<file path="config.mk">
export PLATFORM = sky130hd
export DESIGN_NAME = sfi_flash_dev_flat
export DESIGN_NICKNAME = d
export VERILOG_FILES = /design/src/common/sfi_pkg.sv /design/src/common/sfi_if.sv /design/src/rtl/sfi_flash_dev.sv /design/src/flat_wrapper.sv
export SDC_FILE = /design/constraint.sdc
export NUM_CORES = 1
export LEC_CHECK = 0
export BUFFER_PORTS_ARGS = -buffer_cell sky130_fd_sc_hd__buf_2
export CORE_MARGIN = 3
export CORE_UTILIZATION = 60
export DETAILED_ROUTE_END_ITERATION = 12
export GPL_ROUTABILITY_DRIVEN = 0
export PLACE_DENSITY = 0.9
export SYNTH_ARGS = -nofsm -noshare
export SYNTH_HDL_FRONTEND = slang
export SYNTH_SLANG_ARGS = --single-unit
</file>
<file path="constraint.sdc">
create_clock -name mclk -period 2.8 [get_ports mclk]
set_input_delay 0 -clock mclk [delete_from_list [all_inputs] [get_ports mclk]]
set_output_delay 0 -clock mclk [all_outputs]
set_load 0.01 [all_outputs]
</file>
<file path="src/common/sfi_pkg.sv">
// shared constants and decode helpers for the serial flash id/register read link
package sfi_pkg;

  // ==========================================================
  // clock figures
  localparam int MCLK_HZ     = 40_000_000;
  localparam int SIG_MAX_HZ  = 50_000_000;
  localparam int FAST_MAX_HZ = 108_000_000;
  // host half period floor: two sync stages at each end plus edge detect
  localparam int HALF_MIN    = 8;

  // ==========================================================
  // identification table limits
  localparam int TBL_MAX = 256;

  // ==========================================================
  // opcodes
  localparam logic [7:0] OP_LEGACY_ID  = 8'h90;
  localparam logic [7:0] OP_ID_STRUCT  = 8'h9f;
  localparam logic [7:0] OP_SIGNATURE  = 8'hab;
  localparam logic [7:0] OP_PARAM      = 8'h5a;
  localparam logic [7:0] OP_STATUS_ONE = 8'h05;
  localparam logic [7:0] OP_STATUS_TWO = 8'h07;
  localparam logic [7:0] OP_CONFIG     = 8'h35;
  localparam logic [7:0] OP_BANK       = 8'h16;

  // ==========================================================
  // header lengths in serial clocks
  localparam logic [5:0] OPC_BITS   = 6'h08;
  localparam logic [5:0] ADDR_BITS  = 6'h18;
  localparam logic [5:0] DUMMY_BITS = 6'h08;
  localparam logic [2:0] LAST_BIT   = 3'h7;
  localparam logic [7:0] BYTE_ZERO  = 8'h00;

  // ==========================================================
  // header length of a command, opcode included
  function automatic logic [5:0] hdr_bits(input logic [7:0] op);
    case (op)
      OP_LEGACY_ID,
      OP_SIGNATURE: return OPC_BITS + ADDR_BITS;
      OP_PARAM:     return OPC_BITS + ADDR_BITS + DUMMY_BITS;
      default:      return OPC_BITS;
    endcase
  endfunction

  function automatic logic op_known(input logic [7:0] op);
    case (op)
      OP_LEGACY_ID, OP_ID_STRUCT, OP_SIGNATURE, OP_PARAM,
      OP_STATUS_ONE, OP_STATUS_TWO, OP_CONFIG, OP_BANK: return 1'b1;
      default: return 1'b0;
    endcase
  endfunction

endpackage

</file>
<file path="src/common/sfi_if.sv">
// serial link between the flash device end and the host controller end
interface sfi_if;
  logic cs_n;
  logic sck;
  logic si;
  logic so;
  logic so_oe;

  modport dev (
    input  cs_n,
    input  sck,
    input  si,
    output so,
    output so_oe
  );

  modport host (
    output cs_n,
    output sck,
    output si,
    input  so,
    input  so_oe
  );
endinterface

</file>
<file path="src/rtl/sfi_flash_dev.sv">
// flash device end: identification and register read command decoder
// ==========================================================
// Summary of operation
// - 90h plus 24-bit address then maker/device codes
// - legacy codes leave most significant bit first
// - address 000001h sends device code first
// - legacy codes alternate until chip select rises
// - 9Fh streams maker, device, extended, parameter bytes
// - 9Fh during busy operation is ignored
// - past table end, data is undefined
// - chip select high ends output and command
// - ABh plus three dummy bytes gives signature
// - signature repeats every eight further clocks
// - host keeps signature read at or below 50 MHz
// - 5Ah, address, eight dummies, then table bytes
// - parameter read address selects table start
// - 05h returns status one, even while busy
// - status one repeats, freshly sampled per byte
// - 07h returns status two, fresh per byte
// - 35h returns configuration, repeated per byte
// - 16h returns bank register, repeated per byte
module sfi_flash_dev
  import sfi_pkg::*;
#(
  // arbitrary neutral identity values
  parameter logic [7:0] MAKER_CODE     = 8'h5e,
  parameter logic [7:0] DEVICE_CODE    = 8'h3c,
  parameter logic [7:0] SIGNATURE_CODE = 8'h3c,
  parameter int         ID_LEN         = 8,
  parameter logic [ID_LEN*8-1:0] ID_STRUCT =
    {8'h5e, 8'h20, 8'h18, 8'h4d, 8'h01, 8'h80, 8'h30, 8'h00},
  parameter int         PT_LEN         = 8,
  parameter logic [PT_LEN*8-1:0] PT_STRUCT =
    {8'ha1, 8'hb2, 8'hc3, 8'hd4, 8'h00, 8'h01, 8'h01, 8'hff}
)(
  // clock and reset
  input  wire logic       mclk,
  input  wire logic       rstn,
  // serial link
  sfi_if.dev              link,
  // device state
  input  wire logic       op_busy,
  input  wire logic [7:0] status_one,
  input  wire logic [7:0] status_two,
  input  wire logic [7:0] config_reg,
  input  wire logic [7:0] bank_reg
);

  // ==========================================================
  // elaboration checks
  initial begin
    if (ID_LEN < 4 || ID_LEN > TBL_MAX) begin
      $error("sfi_flash_dev: ID_LEN out of range");
    end
    if (PT_LEN < 1 || PT_LEN > TBL_MAX) begin
      $error("sfi_flash_dev: PT_LEN out of range");
    end
  end

  typedef enum logic [2:0] {
    ST_IDLE = 3'b000,
    ST_CMD  = 3'b001,
    ST_ADDR = 3'b011,
    ST_DATA = 3'b010,
    ST_SKIP = 3'b110
  } sfi_dev_state_type;

  sfi_dev_state_type state_reg;

  logic        cs_meta_reg;
  logic        cs_reg;
  logic        sck_meta_reg;
  logic        sck_reg;
  logic        sck_prev_reg;
  logic        si_meta_reg;
  logic        si_reg;
  logic [5:0]  cnt_reg;
  logic [7:0]  op_reg;
  logic [31:0] hsh_reg;
  logic [7:0]  ptr_reg;
  logic [2:0]  bit_reg;
  logic [7:0]  hold_reg;
  logic        so_reg;
  logic        oe_reg;

  logic        sck_rise;
  logic        sck_fall;
  logic [7:0]  op_next;
  logic [31:0] hsh_next;
  logic        hdr_enter;
  logic [7:0]  ptr_init;
  logic [7:0]  cur_byte;

  wire logic [TBL_MAX*8-1:0] id_tbl = (TBL_MAX*8)'(ID_STRUCT);
  wire logic [TBL_MAX*8-1:0] pt_tbl = (TBL_MAX*8)'(PT_STRUCT);

  // bytes past the table end read as zero; any value is allowed there
  function automatic logic [7:0] table_byte(
    input logic [TBL_MAX*8-1:0] tbl,
    input int                   len,
    input logic [7:0]           idx
  );
    if (int'(idx) < len) begin
      return tbl[(len-1-int'(idx))*8 +: 8];
    end
    return BYTE_ZERO;
  endfunction

  // ==========================================================
  // pin synchronisers
  always_ff @(posedge mclk or negedge rstn) begin
    if (!rstn) begin
      cs_meta_reg  <= 1'b1;
      cs_reg       <= 1'b1;
      sck_meta_reg <= 1'b0;
      sck_reg      <= 1'b0;
      sck_prev_reg <= 1'b0;
      si_meta_reg  <= 1'b0;
      si_reg       <= 1'b0;
    end else begin
      cs_meta_reg  <= link.cs_n;
      cs_reg       <= cs_meta_reg;
      sck_meta_reg <= link.sck;
      sck_reg      <= sck_meta_reg;
      sck_prev_reg <= sck_reg;
      si_meta_reg  <= link.si;
      si_reg       <= si_meta_reg;
    end
  end

  assign sck_rise = sck_reg & ~sck_prev_reg;
  assign sck_fall = ~sck_reg & sck_prev_reg;
  assign op_next  = {hsh_reg[6:0], si_reg};
  assign hsh_next = {hsh_reg[30:0], si_reg};

  // last header bit taken on this rising edge
  always_comb begin
    hdr_enter = 1'b0;
    if (sck_rise && !cs_reg) begin
      if (state_reg == ST_CMD && cnt_reg == OPC_BITS - 6'h01) begin
        hdr_enter = op_known(op_next) &&
                    !(op_next == OP_ID_STRUCT && op_busy) &&
                    hdr_bits(op_next) == OPC_BITS;
      end else if (state_reg == ST_ADDR) begin
        hdr_enter = (cnt_reg == 6'(hdr_bits(op_reg) - 6'h01));
      end
    end
  end

  // ==========================================================
  // command sequencing
  always_ff @(posedge mclk or negedge rstn) begin
    if (!rstn) begin
      state_reg <= ST_IDLE;
      cnt_reg   <= 6'h00;
      op_reg    <= BYTE_ZERO;
    end else if (cs_reg) begin
      state_reg <= ST_IDLE;
      cnt_reg   <= 6'h00;
    end else begin
      unique case (state_reg)
        ST_IDLE: begin
          state_reg <= ST_CMD;
          cnt_reg   <= 6'h00;
        end
        ST_CMD: begin
          if (sck_rise) begin
            cnt_reg <= 6'(cnt_reg + 6'h01);
            if (cnt_reg == OPC_BITS - 6'h01) begin
              op_reg <= op_next;
              if (!op_known(op_next)) begin
                state_reg <= ST_SKIP;
              end else if (op_next == OP_ID_STRUCT && op_busy) begin
                state_reg <= ST_SKIP;
              end else if (hdr_enter) begin
                state_reg <= ST_DATA;
              end else begin
                state_reg <= ST_ADDR;
              end
            end
          end
        end
        ST_ADDR: begin
          if (sck_rise) begin
            cnt_reg <= 6'(cnt_reg + 6'h01);
            if (hdr_enter) begin
              state_reg <= ST_DATA;
            end
          end
        end
        ST_DATA: state_reg <= ST_DATA;
        ST_SKIP: state_reg <= ST_SKIP;
        default: state_reg <= ST_IDLE;
      endcase
    end
  end

  // ==========================================================
  // header shift register, MSB first
  always_ff @(posedge mclk or negedge rstn) begin
    if (!rstn) begin
      hsh_reg <= 32'h0000_0000;
    end else if (state_reg == ST_IDLE) begin
      hsh_reg <= 32'h0000_0000;
    end else if (sck_rise && (state_reg == ST_CMD ||
                              state_reg == ST_ADDR)) begin
      hsh_reg <= hsh_next;
    end
  end

  // starting byte: legacy read picks order from address bit 0,
  // parameter read starts at the low address byte (dummies follow it)
  always_comb begin
    ptr_init = BYTE_ZERO;
    if (state_reg == ST_ADDR && op_reg == OP_LEGACY_ID) begin
      ptr_init = {7'h00, hsh_next[0]};
    end else if (state_reg == ST_ADDR && op_reg == OP_PARAM) begin
      ptr_init = hsh_next[15:8];
    end
  end

  // live inputs are sampled at each byte start, so status stays fresh
  always_comb begin
    unique case (op_reg)
      OP_LEGACY_ID:  cur_byte = ptr_reg[0] ? DEVICE_CODE
                                          : MAKER_CODE;
      OP_ID_STRUCT:  cur_byte = table_byte(id_tbl, ID_LEN,
                                           ptr_reg);
      OP_PARAM:      cur_byte = table_byte(pt_tbl, PT_LEN,
                                           ptr_reg);
      OP_SIGNATURE:  cur_byte = SIGNATURE_CODE;
      OP_STATUS_ONE: cur_byte = status_one;
      OP_STATUS_TWO: cur_byte = status_two;
      OP_CONFIG:     cur_byte = config_reg;
      OP_BANK:       cur_byte = bank_reg;
      default:       cur_byte = BYTE_ZERO;
    endcase
  end

  // ==========================================================
  // output shifter, changes on falling edges
  always_ff @(posedge mclk or negedge rstn) begin
    if (!rstn) begin
      ptr_reg  <= BYTE_ZERO;
      bit_reg  <= 3'h0;
      hold_reg <= BYTE_ZERO;
      so_reg   <= 1'b0;
      oe_reg   <= 1'b0;
    end else if (state_reg != ST_DATA || cs_reg) begin
      bit_reg <= 3'h0;
      so_reg  <= 1'b0;
      oe_reg  <= 1'b0;
      if (hdr_enter) begin
        ptr_reg <= ptr_init;
      end
    end else if (sck_fall) begin
      oe_reg  <= 1'b1;
      bit_reg <= 3'(bit_reg + 3'h1);
      if (bit_reg == 3'h0) begin
        so_reg   <= cur_byte[LAST_BIT];
        hold_reg <= cur_byte;
        if (op_reg == OP_LEGACY_ID) begin
          ptr_reg <= ptr_reg ^ 8'h01;
        end else begin
          ptr_reg <= 8'(ptr_reg + 8'h01);
        end
      end else begin
        so_reg <= hold_reg[3'(LAST_BIT - bit_reg)];
      end
    end
  end

  assign link.so    = so_reg;
  assign link.so_oe = oe_reg;

endmodule

</file>
<file path="src/flat_wrapper.sv">
// flat-port wrapper written by rule: the top's interface ports become plain ports
module sfi_flash_dev_flat import sfi_pkg::*;
#(
                                      
  parameter logic [7:0] MAKER_CODE     = 8'h5e,
  parameter logic [7:0] DEVICE_CODE    = 8'h3c,
  parameter logic [7:0] SIGNATURE_CODE = 8'h3c,
  parameter int         ID_LEN         = 8,
  parameter logic [ID_LEN*8-1:0] ID_STRUCT =
    {8'h5e, 8'h20, 8'h18, 8'h4d, 8'h01, 8'h80, 8'h30, 8'h00},
  parameter int         PT_LEN         = 8,
  parameter logic [PT_LEN*8-1:0] PT_STRUCT =
    {8'ha1, 8'hb2, 8'hc3, 8'hd4, 8'h00, 8'h01, 8'h01, 8'hff}
)
  (mclk, rstn, op_busy, status_one, status_two, config_reg, bank_reg, link_cs_n, link_sck, link_si, link_so, link_so_oe);
  sfi_if link_i ();
  input  wire logic mclk;
  input  wire logic rstn;
  input  wire logic op_busy;
  input  wire logic [7:0] status_one;
  input  wire logic [7:0] status_two;
  input  wire logic [7:0] config_reg;
  input  wire logic [7:0] bank_reg;
  input wire logic [$bits(link_i.cs_n)-1:0] link_cs_n;
  input wire logic [$bits(link_i.sck)-1:0] link_sck;
  input wire logic [$bits(link_i.si)-1:0] link_si;
  output wire logic [$bits(link_i.so)-1:0] link_so;
  output wire logic [$bits(link_i.so_oe)-1:0] link_so_oe;
  assign link_i.cs_n = link_cs_n;
  assign link_i.sck = link_sck;
  assign link_i.si = link_si;
  assign link_so = link_i.so;
  assign link_so_oe = link_i.so_oe;
  sfi_flash_dev #(.MAKER_CODE(MAKER_CODE), .DEVICE_CODE(DEVICE_CODE), .SIGNATURE_CODE(SIGNATURE_CODE), .ID_LEN(ID_LEN), .ID_STRUCT(ID_STRUCT), .PT_LEN(PT_LEN), .PT_STRUCT(PT_STRUCT)) u_core (.mclk(mclk), .rstn(rstn), .link(link_i), .op_busy(op_busy), .status_one(status_one), .status_two(status_two), .config_reg(config_reg), .bank_reg(bank_reg));
endmodule
</file>
Word level (Yosys, flattened, before mapping)
Cells that the tools add are included.
{"block": "op_classes", "add_sub_neg": 6, "order_cmp": 2, "eq_ne": 31, "n_shift": 2, "n_mux": 56, "bitwise": 7, "reduce_logical": 28}
{"operator": "$shiftx A2048 B32 Y8 const A", "n": 2}
{"operator": "$mux W8", "n": 11}
{"operator": "$pmux W8 S8", "n": 1}
{"operator": "$eq A8 B8 Y1 const B", "n": 6}
{"operator": "$mux W6", "n": 7}
{"operator": "$pmux W6 S2", "n": 3}
{"operator": "$eq A8 B3 Y1 const B", "n": 4}
{"operator": "$mux W15", "n": 2}
{"operator": "$mux W3", "n": 9}
{"operator": "$mux W1", "n": 20}
{"operator": "$eq A8 B5 Y1 const B", "n": 2}
{"operator": "$eq A8 B6 Y1 const B", "n": 2}
{"operator": "$eq A8 B7 Y1 const B", "n": 2}
{"operator": "$pmux W3 S5", "n": 1}
{"operator": "$ne A3 B1 Y1 const B", "n": 4}
{"operator": "$reduce_and A4 Y1", "n": 3}
{"operator": "$sub A3 B8 Y9 const A", "n": 1}
{"operator": "$add A8 B1 Y8 const B", "n": 1}
{"operator": "$logic_and A1 B1 Y1", "n": 8}
{"operator": "$lt A8 B4 Y1 const B", "n": 1}
{"operator": "$reduce_or A8 Y1", "n": 1}
{"operator": "$mux W7", "n": 1}
{"operator": "$add A6 B1 Y6 const B", "n": 1}
{"operator": "$eq A3 B2 Y1 const B", "n": 2}
{"operator": "other kinds (22)", "n": 37}
{"block": "totals", "register_bits": 60, "input_bits": 38, "elab_cells": 149}

Logic depth before layout (Yosys ltp)
Gate-level depths: netlist (run 1).
{"block": "depth", "depth_word": 18, "mapped_depth": 8, "mapped_depth_nobuf": 7}

Least setup slack after synthesis (run 1)
Ideal clock, no wire load.
{"block": "synth_path", "kind": "register -> register", "startpoint": "reg u_core.si_reg", "endpoint": "reg u_core.ptr_reg[1]", "setup_time_ps": 125, "arrival_ps": 1971, "required_time_ps": 2675, "path_slack_ps": 704, "stages_incl_launch_ff": 7, "n_path_buf": 0, "cell_sequence": "dfrtp_1 or4bb_1 a31oi_1 o2111ai_1 and2_4 a21oi_4 mux2_4"}
{"block": "synth_between", "elab_chain_len": 11, "word_cells_on_any_way": 25, "classes_between": "eq/ne: 10; mux: 8; reduce/logical: 7"}
{"item": "start: declaration", "line_no": "sfi_flash_dev.sv:76", "text": "logic si_reg;"}
{"item": "start signal: assignment", "line_no": "sfi_flash_dev.sv:127", "text": "si_reg <= si_meta_reg;"}
{"item": "$eq A8 B8 Y1 (tied with other cells)", "line_no": "sfi_pkg.sv:38, sfi_pkg.sv:47"}
{"item": "$reduce_or A2 Y1 / $reduce_or A8 Y1 (equally long branches)", "line_no": "sfi_pkg.sv:38, sfi_pkg.sv:47"}
{"item": "$pmux W6 S2 / $mux W1 (equally long branches)", "line_no": "sfi_pkg.sv:38, sfi_pkg.sv:47"}
{"item": "$mux W6 / $mux W1 (equally long branches)", "line_no": "sfi_flash_dev.sv:140", "text": "if (state_reg == ST_CMD && cnt_reg == OPC_BITS - 6'h01) begin"}
{"item": "$mux W6 / $mux W1 (equally long branches)", "line_no": "sfi_flash_dev.sv:139", "text": "if (sck_rise && !cs_reg) begin"}
{"item": "$eq A6 B4 Y1 / $logic_and A1 B1 Y1 (equally long branches)", "line_no": "sfi_flash_dev.sv:143, sfi_flash_dev.sv:141"}
{"item": "$logic_and A1 B1 Y1 (*)", "line_no": "sfi_flash_dev.sv:142", "text": "!(op_next == OP_ID_STRUCT && op_busy) &&"}
{"item": "$mux W1 (*)", "line_no": "sfi_flash_dev.sv:140"}
{"item": "$mux W1 (*)", "line_no": "sfi_flash_dev.sv:139"}
{"item": "$ne A2 B1 Y1 (no source line) (*)"}
{"item": "$reduce_and A4 Y1 (no source line) (*)"}
{"item": "end signal: assignment", "line_no": "sfi_flash_dev.sv:254", "text": "ptr_reg <= ptr_init;"}
{"item": "end signal: assignment", "line_no": "sfi_flash_dev.sv:263", "text": "ptr_reg <= ptr_reg ^ 8'h01;"}
{"item": "end signal: assignment", "line_no": "sfi_flash_dev.sv:265", "text": "ptr_reg <= 8'(ptr_reg + 8'h01);"}
{"item": "end: declaration", "line_no": "sfi_flash_dev.sv:80", "text": "logic [7:0] ptr_reg;"}
Every way passes the cells marked *; elsewhere a longest branch is shown, timed or not. The select of a mux whose other input is x is not followed.
A chain may end at the register's enable or synchronous reset.

Final worst setup path (run 1)
{"block": "layout_path", "startpoint": "reg u_core.hsh_reg[6]", "endpoint": "reg u_core.ptr_reg[1]"}
{"block": "layout_between", "elab_chain_len": 11, "word_cells_on_any_way": 25, "classes_between": "eq/ne: 10; mux: 8; reduce/logical: 7"}
{"item": "start: declaration", "line_no": "sfi_flash_dev.sv:79", "text": "logic [31:0] hsh_reg;"}
{"item": "start signal: assignment", "line_no": "sfi_flash_dev.sv:207", "text": "hsh_reg <= hsh_next;"}
{"item": "$eq A8 B8 Y1 (tied with other cells)", "line_no": "sfi_pkg.sv:38, sfi_pkg.sv:47"}
{"item": "$reduce_or A2 Y1 / $reduce_or A8 Y1 (equally long branches)", "line_no": "sfi_pkg.sv:38, sfi_pkg.sv:47"}
{"item": "$pmux W6 S2 / $mux W1 (equally long branches)", "line_no": "sfi_pkg.sv:38, sfi_pkg.sv:47"}
{"item": "$mux W6 / $mux W1 (equally long branches)", "line_no": "sfi_flash_dev.sv:140"}
{"item": "$mux W6 / $mux W1 (equally long branches)", "line_no": "sfi_flash_dev.sv:139"}
{"item": "$eq A6 B4 Y1 / $logic_and A1 B1 Y1 (equally long branches)", "line_no": "sfi_flash_dev.sv:143, sfi_flash_dev.sv:141"}
{"item": "$logic_and A1 B1 Y1 (*)", "line_no": "sfi_flash_dev.sv:142"}
{"item": "$mux W1 (*)", "line_no": "sfi_flash_dev.sv:140"}
{"item": "$mux W1 (*)", "line_no": "sfi_flash_dev.sv:139"}
{"item": "$ne A2 B1 Y1 (no source line) (*)"}
{"item": "$reduce_and A4 Y1 (no source line) (*)"}
Marks and branches as above.

==> flow_metrics.tcl, run 1 <==
set metrics [dict create \
    dr.pass1.iters 5 \
    ys.flop_type "dfrtp_1" \
    yosysWarnings 0 \
    core_area_um2 6131 \
    finClkSkew_ns 0.008053 \
    wl_per_cell_um 18.17 \
    period_share 0.8755 \
    reg2reg_from "u_core.hsh_reg[6]" \
    setup_viol 0 \
    ys_async_sr_fraction 1.000 \
    hold_violations 0 \
    rsz0062_at_grt "false" \
    grt_max_degree 26 \
    ff2ff_path_depth 6 \
    layout-drive-gt1-share 0.2152 \
    crit_chain "or4b_1, a31oi_1, o2111ai_1, and2_4, a21oi_4, mux2_4" \
    powerDensity_nw_per_um2 418.8 \
    dp_slack_ns 0.4248 \
    layout.cells.non_filler 549 \
    hp-class "in -> reg" \
    syn_nets 471 \
    worstPathMaxFanout 7 \
    drc 0 \
    ioPinCount 40 \
    n_antenna_cell 0 \
    initial_core_util 0.6380 \
    viasPerCell 6.716 \
    clockRootBuffer "clkbuf_8" \
    worstHoldStart "status_two[4]" \
    slew_viol_final 0 \
    final_area_um2 4448 \
    place_hpwl_um 7204 \
    worst_slack_ns 0.3487 \
    required_ns 3.03 \
    drt-total-wl_um 9975 \
    ant_nets 0 \
    antenna_found_initial 0 \
    grt_pass1_wl_um 16500 \
    final_common_cell "dfrtp_1" \
    tns_ns 0 \
    die_area_um2 7524 \
    synth_cells 427 \
    htreeDepth 3 \
    arrival_ns 2.68 \
    r2r_end "u_core.ptr_reg[1]" \
    clock_latency_ns 0.34 \
    grt_pass1_vias 3498 \
    postCtsSetupRepairBufs 0 \
    synth.distinct_cells 83 \
    placed_cell_area_um2 4163 \
    num_rows 28 \
    vdd_ir_drop_max_mv 0.3273 \
    p_leak_uw 0.001884 \
    synthTopCellsByArea "dfrtp_1 37%, a21oi_1 5.5%, nand2_1 5.3%, nor2_1 2.5%, o21ai_0 2.4%" \
    numCtsBuffers 9 \
    min_period_ns 2.451 \
    grt_usage 0.2786 \
    avgSynthCellArea_um2 9.160 \
    cp-start-kind "flip-flop" \
    slew_headroom 0.4871 \
    layout_common_cells "58 x dfrtp_1, 55 x nand2_1, 43 x a21oi_1" \
    worst_path_max_delay_cell "or4b_1" \
    cts-resized-gates 0 \
    clock-sinks 60 \
    cts_buffer_depth 2 \
    worst_pin_slew_ns 0.7665 \
    cts_tree "done" \
    synth_area_um2 3911 \
    largest_register_ff_count 15 \
    max_stage_delay_ns 0.56 \
    synth.ff_latch_count 60 \
    place_inst 527 \
    die_w_um 86.74 \
    rrSetupSlack_ns 0.35 \
    grt.overflow.total 0 \
    status "completed" \
    die_h_um 86.74 \
    synth_seq_area_share 0.3845 \
    synth_top_cell_by_area "dfrtp_1" \
    clkTransAtPathRegs_ns 0.07 \
    hold_depth 4 \
    synth_edf_count 0 \
    vias 3687 \
    postCtsHoldBufs 6 \
    yosysTopAreaCellShare 0.3711 \
    worstHoldEndpoint "u_core.hold_reg[4]" \
    cp-end-kind "flip-flop" \
    area_growth_pct 13.72 \
    io_buffer_count 39 \
    drt_iter0_drc 364 \
    maxCapViolCount 0 \
    critical_path_class "reg -> reg" \
    fmaxAchievable_mhz 407.9 \
    final_nets 513 \
]
==> metal layers <==
layer | vias to the layer above | part of all wire | global-route usage
li1 | 1684 | - | -
met1 | 1765 | 0.41 | 0.3401
met2 | 202 | 0.48 | 0.4652
met3 | 36 | 0.079 | 0.06749
met4 | 0 | 0.033 | 0.1275
met5 | - | 0 | 0
==> how the worst max path moves through the flow <==
stage,slack (ns),cells after the start,endpoint,start
finish,0.35,6,u_core.ptr_reg[1],u_core.hsh_reg[6]
global route,0.27,7,u_core.ptr_reg[1],u_core.op_reg[1]
detailed placement,0.42,7,u_core.ptr_reg[1],u_core.op_reg[1]
CTS,0.40,7,u_core.ptr_reg[1],u_core.op_reg[1]
global placement,0.51,7,u_core.ptr_reg[1],u_core.op_reg[1]
floorplan,0.70,6,u_core.ptr_reg[1],u_core.si_reg
==> cells by family after synthesis <==
group,share of synthesized area
xor+xnor,0.01120
buf+inv,0.03807
fa+ha+maj,0.01919
flops,0.3845
mux,0.04351
simple gates,0.2754
compound gates,0.2281
==> cell usage after synthesis, types with 6 or more instances <==
cell / count
nor2b_1: 10
a21oi_1: 43
ha_1: 6
dfrtp_1: 58
nand2_1: 55
mux2_2: 8
inv_1: 10
nand3_1: 14
nor3_1: 9
clkbuf_1: 16
o21ai_0: 19
a22oi_1: 8
and3_1: 6
nor2_1: 26
nand4_1: 9
==> critical path, delay by kind of cell, from the launching register on <==
family           cells  cell delay, ns
multiplexers         1            0.32
AND/OR/NAND/NOR      2            0.81
AO/OA/AOI/OAI        3            0.78
flip-flops           1            0.43
==> per-stage QoR <==
| stage | utilization | hold WS (ns) | power (uW) |
|---|---|---|---|
| after global placement | 0.6790 | -0.08616 | 986.5 |
| after global routing | 0.7255 | 0.08224 | 1923 |
| final | 0.7255 | 0.03761 | 1863 |
| after detailed placement | 0.6790 | -0.08358 | 990.2 |
| after CTS | 0.7255 | 0.01804 | 1878 |
| after floorplan | - | -0.2956 | 932.9 |
==> final cells by class <==
class | count | area, um^2
clock buffer | 10 | 137.6
clock inverter | 6 | 87.58
fill | 451 | 1683
inverter | 10 | 37.54
multi-input combinational | 334 | 2265
sequential | 60 | 1504
tap | 75 | 93.84
timing repair buffer | 54 | 322.8
==> power breakdown <==
group	switching (uW)	total, uW	internal [uW]
clock network	358	883	525
logic	50.5	92.6	42.1
registers	11.9	887	875
No activity file was read; power rests on OpenSTA's default activity.
==> run 2, diff against run 1 <==
- SETUP_SLACK_MARGIN: default -> 0.4
==> run 2 against run 1 <==
  * Routed wire length grew 2.2%
  * Total power grew 0.36%
  * Worst setup slack gained 0.032 ns
  * Via count shrank 0.41%
  * Sequential power is essentially flat
  * Clock power grew 0.5%
  * Final area grew 1.2%
  * Largest cell class unchanged
  * Largest power group unchanged
==> flow_metrics.tcl, run 2 (same netlist as run 1, synthesis figures left out) <==
set metrics [dict create \
    status "completed" \
    seq_area_um2 1504 \
    grt_usage 0.2786 \
    r2r_end "u_core.ptr_reg[6]" \
    total_power_uw 1870 \
    antenna_found_initial 0 \
    cts_tree "done" \
    placed_cell_area_um2 4163 \
    critical_path_class "reg -> reg" \
    clock_latency_ns 0.35 \
    grt_pass1_wl_um 16500 \
    layout_common_cells "58 x dfrtp_1, 54 x nand2_1, 43 x a21oi_1" \
    die_h_um 86.74 \
    cts_buffer_depth 2 \
    rrSetupSlack_ns 0.38 \
    min_period_ns 2.419 \
    grt_max_degree 26 \
    finClkSkew_ns 0.007322 \
    final_common_cell "dfrtp_1" \
    initial_core_util 0.6380 \
    slew_headroom 0.6106 \
    io_buffer_count 39 \
    slew_viol_final 0 \
    dr.pass1.iters 5 \
    die_w_um 86.74 \
    vdd_ir_drop_max_mv 0.3305 \
    wl_per_cell_um 18.44 \
    p_leak_uw 0.001908 \
    ff2ff_path_depth 7 \
    setup_viol 0 \
    nFillCells 441 \
    numCtsBuffers 9 \
    grt_pass1_vias 3498 \
    area_growth_pct 15.04 \
    htreeDepth 3 \
    final_nets 517 \
    tns_ns 0 \
    max_stage_delay_ns 0.41 \
    layout-drive-gt1-share 0.2322 \
    powerDensity_nw_per_um2 415.5 \
    reg2reg_from "u_core.op_reg[1]" \
    worst_path_max_delay_cell "dfrtp_1" \
    clock-sinks 60 \
    multiInputGateArea_um2 2285 \
    core_area_um2 6131 \
    period_share 0.8639 \
    clockRootBuffer "clkbuf_8" \
    drc 0 \
    place_hpwl_um 7204 \
    worstPathMaxFanout 6 \
    drt-total-wl_um 10200 \
    hold_violations 0 \
    largest_register_ff_count 15 \
    final_area_um2 4499 \
    rsz0062_at_grt "true" \
    n_antenna_cell 0 \
    maxCapViolCount 0 \
    ant_nets 0 \
    crit_chain "buf_4, nor4_2, nand4b_1, and3_4, o31ai_4, nand2_1, a2bb2oi_1" \
    place_inst 527 \
    num_rows 28 \
    layout.cells.non_filler 553 \
    drt_iter0_drc 353 \
    viasPerCell 6.640 \
    clkTransAtPathRegs_ns 0.07 \
    cp-start-kind "flip-flop" \
    die_area_um2 7524 \
    worst_pin_slew_ns 0.5826 \
    grt.overflow.total 0 \
    ioPinCount 40 \
    required_ns 3.06 \
    cp-end-kind "flip-flop" \
    fmaxAchievable_mhz 413.4 \
    critPathCapture "u_core.ptr_reg[6]" \
    vias 3672 \
    arrival_ns 2.67 \
    hp-class "in -> reg" \
    critPathLaunch "u_core.op_reg[1]" \
]
-- run 2: cell count changes in the layout (fill, tap and decap cells not counted) --
| cell | change |
|---|---|
| nor4b_1 | -1 |
| nor2_1 | -2 |
| nor2_2 | +2 |
| nand2_1 | -1 |
| a31oi_2 | +1 |
| buf_6 | +1 |
| nand2_2 | +1 |
| buf_2 | +1 |
| buf_4 | +2 |
| nor4b_2 | +1 |
| a31oi_1 | -1 |
-- run 2: timing repair --
action	CTS	global route
setup buffers	0	3
hold buffers	6	0
endpoints found under the hold margin	65	0
setup endpoints to repair	0	12
gates resized for setup	0	6
-- run 2: layout make-up --
class	instances	share of cell area
Multi-Input combinational cell	334	0.5078
Clock inverter	6	0.01947
Sequential cell	60	0.3343
Clock buffer	10	0.03059
Tap cell	75	0.02086
Inverter	10	0.008343
Timing Repair Buffer	58	0.07870
-- run 2: worst min path at each step --
stage	cells past startpoint	start	to
2_1_floorplan	0	rstn	u_core.bit_reg[0]
3_5_place_dp	1	rstn	u_core.state_reg[1]
5_1_grt	4	status_two[4]	u_core.hold_reg[4]
4_1_cts	4	status_two[4]	u_core.hold_reg[4]
3_3_place_gp	1	rstn	u_core.state_reg[2]
6_report	4	status_two[4]	u_core.hold_reg[4]
-- run 2: power by group --
part,internal (uW),switching [uW]
Combinational,42.5,51.9
Sequential,875,12.3
Clock,525,363
-- run 2: layer usage --
| metal | GRT usage | up-vias | wire (um) |
|---|---|---|---|
| met2 | 0.4652 | 201 | 4892 |
| met1 | 0.3401 | 1747 | 4181 |
| met3 | 0.06749 | 32 | 805 |
| li1 | - | 1692 | - |
| met5 | 0 | - | 0 |
| met4 | 0.1275 | 0 | 316 |
-- run 2: per-stage QoR --
step	util	hold slack (ns)	setup WS, ns
6_report	0.7339	0.02649	0.3812
5_1_grt	0.7339	0.08224	0.3242
4_1_cts	0.7255	0.01804	0.4048
3_5_place_dp	0.6790	-0.08358	0.4248
3_3_place_gp	0.6790	-0.08616	0.5092
2_1_floorplan	-	-0.2956	0.7043
-- run 2: critical path: cells and delay by family, from the launching register on --
family                 cells  cell delay, ns
AO/OA/AOI/OAI              2            0.65
buffers and inverters      1            0.15
flip-flops                 1            0.41
AND/OR/NAND/NOR            4            1.12
==> run 3, diff against run 2 <==
--- a/config.mk
+++ b/config.mk
@@ -11,3 +11,3 @@
 export DETAILED_ROUTE_END_ITERATION = 12
-export GPL_ROUTABILITY_DRIVEN = 0
+export GPL_TIMING_DRIVEN = 1
 export PLACE_DENSITY = 0.9
==> constraint.sdc (replaced) <==
create_clock -name mclk -period 2.8 [get_ports mclk]
set_input_delay 0.14 -clock mclk [delete_from_list [all_inputs] [get_ports mclk]]
set_output_delay 0.14 -clock mclk [all_outputs]
set_load 0.01 [all_outputs]
==> run 3 against run 2 <==
  * Combinational power fell by 3.7%
  * Die area did not move
  * Sequential power barely moved
  * Routed wire length fell by 2.2%
  * Count of clock-buffer cells in the layout did not move
  * Final cell count rose by 1.1%
  * Sequential share of layout area fell by 0.18 points
  * First-iteration DRC count fell by 15%
  * Hold slack improved by 0.12 ns
  * Clock power fell by 0.7%
  * Core utilization rose by 0.51 points
  * Flip-flop and latch count did not move
  * Critical path type unchanged
  * Largest cell class unchanged
==> flow_metrics.tcl, run 3 (same netlist as run 1, synthesis figures left out) <==
set metrics [dict create \
    arrival_ns 2.61 \
    area_growth_pct 15.84 \
    p_leak_uw 0.001940 \
    powerDensity_nw_per_um2 410.1 \
    worst_pin_slew_ns 0.8022 \
    clock_latency_ns 0.35 \
    place_hpwl_um 7179 \
    cts_buffer_depth 2 \
    numCtsBuffers 9 \
    worstHoldEndpoint "u_core.link.so" \
    hold_depth 4 \
    final_common_cell "dfrtp_1" \
    cp-start-kind "flip-flop" \
    dp_slack_ns 0.4312 \
    cts_tree "done" \
    slew_headroom 0.4632 \
    layout-drive-gt1-share 0.2438 \
    htreeDepth 3 \
    drc 0 \
    grt_usage 0.2768 \
    drt-total-wl_um 9973 \
    ff2ff_path_depth 7 \
    hp-class "in -> reg" \
    vdd_ir_drop_max_mv 0.3536 \
    worstPathMaxFanout 7 \
    viasPerCell 6.458 \
    tns_ns 0 \
    place_inst 529 \
    ioPinCount 40 \
    rrSetupSlack_ns 0.42 \
    min_period_ns 2.382 \
    antenna_found_initial 0 \
    maxCapViolCount 0 \
    clockRootBuffer "clkbuf_8" \
    finClkSkew_ns 0.009803 \
    final_nets 523 \
    layout_common_cells "56 x dfrtp_1, 54 x nand2_1, 43 x a21oi_1" \
    grt_max_degree 37 \
    required_ns 3.03 \
    die_h_um 86.74 \
    grt_pass1_vias 3370 \
    rsz0062_at_grt "true" \
    status "completed" \
    fmaxAchievable_mhz 419.8 \
    clock-sinks 60 \
    ant_nets 0 \
    worstHoldStart "bank_reg[7]" \
    reg2reg_from "u_core.op_reg[1]" \
    grt.overflow.total 0 \
    vias 3610 \
    r2r_end "u_core.ptr_reg[1]" \
    grt_pass1_wl_um 16170 \
    io_buffer_count 39 \
    largest_register_ff_count 15 \
    hold_violations 0 \
    die_area_um2 7524 \
    num_rows 28 \
    n_antenna_cell 0 \
    critical_path_class "reg -> reg" \
    wl_per_cell_um 17.84 \
    core_area_um2 6131 \
    clkTransAtPathRegs_ns 0.07 \
    dr.pass1.iters 6 \
    gp_congestion 0.9331 \
    setup_viol 0 \
    worst_slack_ns 0.4180 \
    layout.cells.non_filler 559 \
    slew_viol_final 0 \
    die_w_um 86.74 \
    nFillCells 458 \
    cp-end-kind "flip-flop" \
    initial_core_util 0.6380 \
    period_share 0.8507 \
    drt_iter0_drc 300 \
]
run 3: cell count changes in the layout (fill, tap and decap cells not counted), sizes merged:
cell,previous run,this run
buf,52,60
dlygate4sd3,6,4
run 3: repair_timing:
action / 4_1_cts / 5_1_grt
hold buffers: 4 / 0
endpoints found under the hold margin: 27 / 0
resized for setup: 0 / 5
buffers inserted: 0 / 9
endpoints found under the setup margin: 0 / 10
run 3: worst max-delay path by stage:
stage,from,to,cells past startpoint
after floorplan,u_core.si_reg,u_core.ptr_reg[1],6
after global placement,u_core.op_reg[1],u_core.ptr_reg[1],7
after detailed placement,u_core.op_reg[1],u_core.ptr_reg[1],7
after CTS,u_core.op_reg[1],u_core.ptr_reg[1],7
after global routing,u_core.op_reg[1],u_core.ptr_reg[1],7
final,u_core.op_reg[1],u_core.ptr_reg[1],7
run 3: worst max-delay path, cell delays in order, from the launching register on:
cell	delay, ns
dfrtp_1	0.39
buf_6	0.14
and4b_1	0.21
nand4b_1	0.31
a2111oi_4	0.53
o31ai_4	0.15
a21oi_4	0.22
mux2_4	0.31
run 3: area by class of cell:
type                       instances  area, um^2  area share
clock buffer                      10       137.6     0.03038
tap                               75       93.84     0.02071
multi-input combinational        334        2273      0.5018
sequential                        60        1506      0.3325
clock inverter                     6       87.58     0.01933
inverter                          10       37.54    0.008285
timing repair buffer              64       394.1     0.08699
run 3: stage by stage:
stage	instance area (um^2)	total power (uW)	utilization	hold slack (ns)
after global placement	4178	986.7	0.6814	0.1487
after global routing	4531	1920	0.7390	0.1590
after detailed placement	4178	989.6	0.6814	0.1582
after floorplan	3911	932.9	-	-0.1556
final	4531	1858	0.7390	0.1510
after CTS	4443	1869	0.7247	0.1468
run 3: power breakdown:
part	total, uW	internal [uW]	switching (uW)
Combinational	90.9	40.3	50.6
Clock	881	525	356
Sequential	886	876	10.4
Total	1860	1440	417
run 3: layer usage:
layer  up-vias  routed length, um  GRT usage
met2       185               4793     0.4604
met5         -                  0          0
met4         0                256     0.1076
met3        27                774    0.05798
li1       1702                  -          -
met1      1696               4150     0.3530
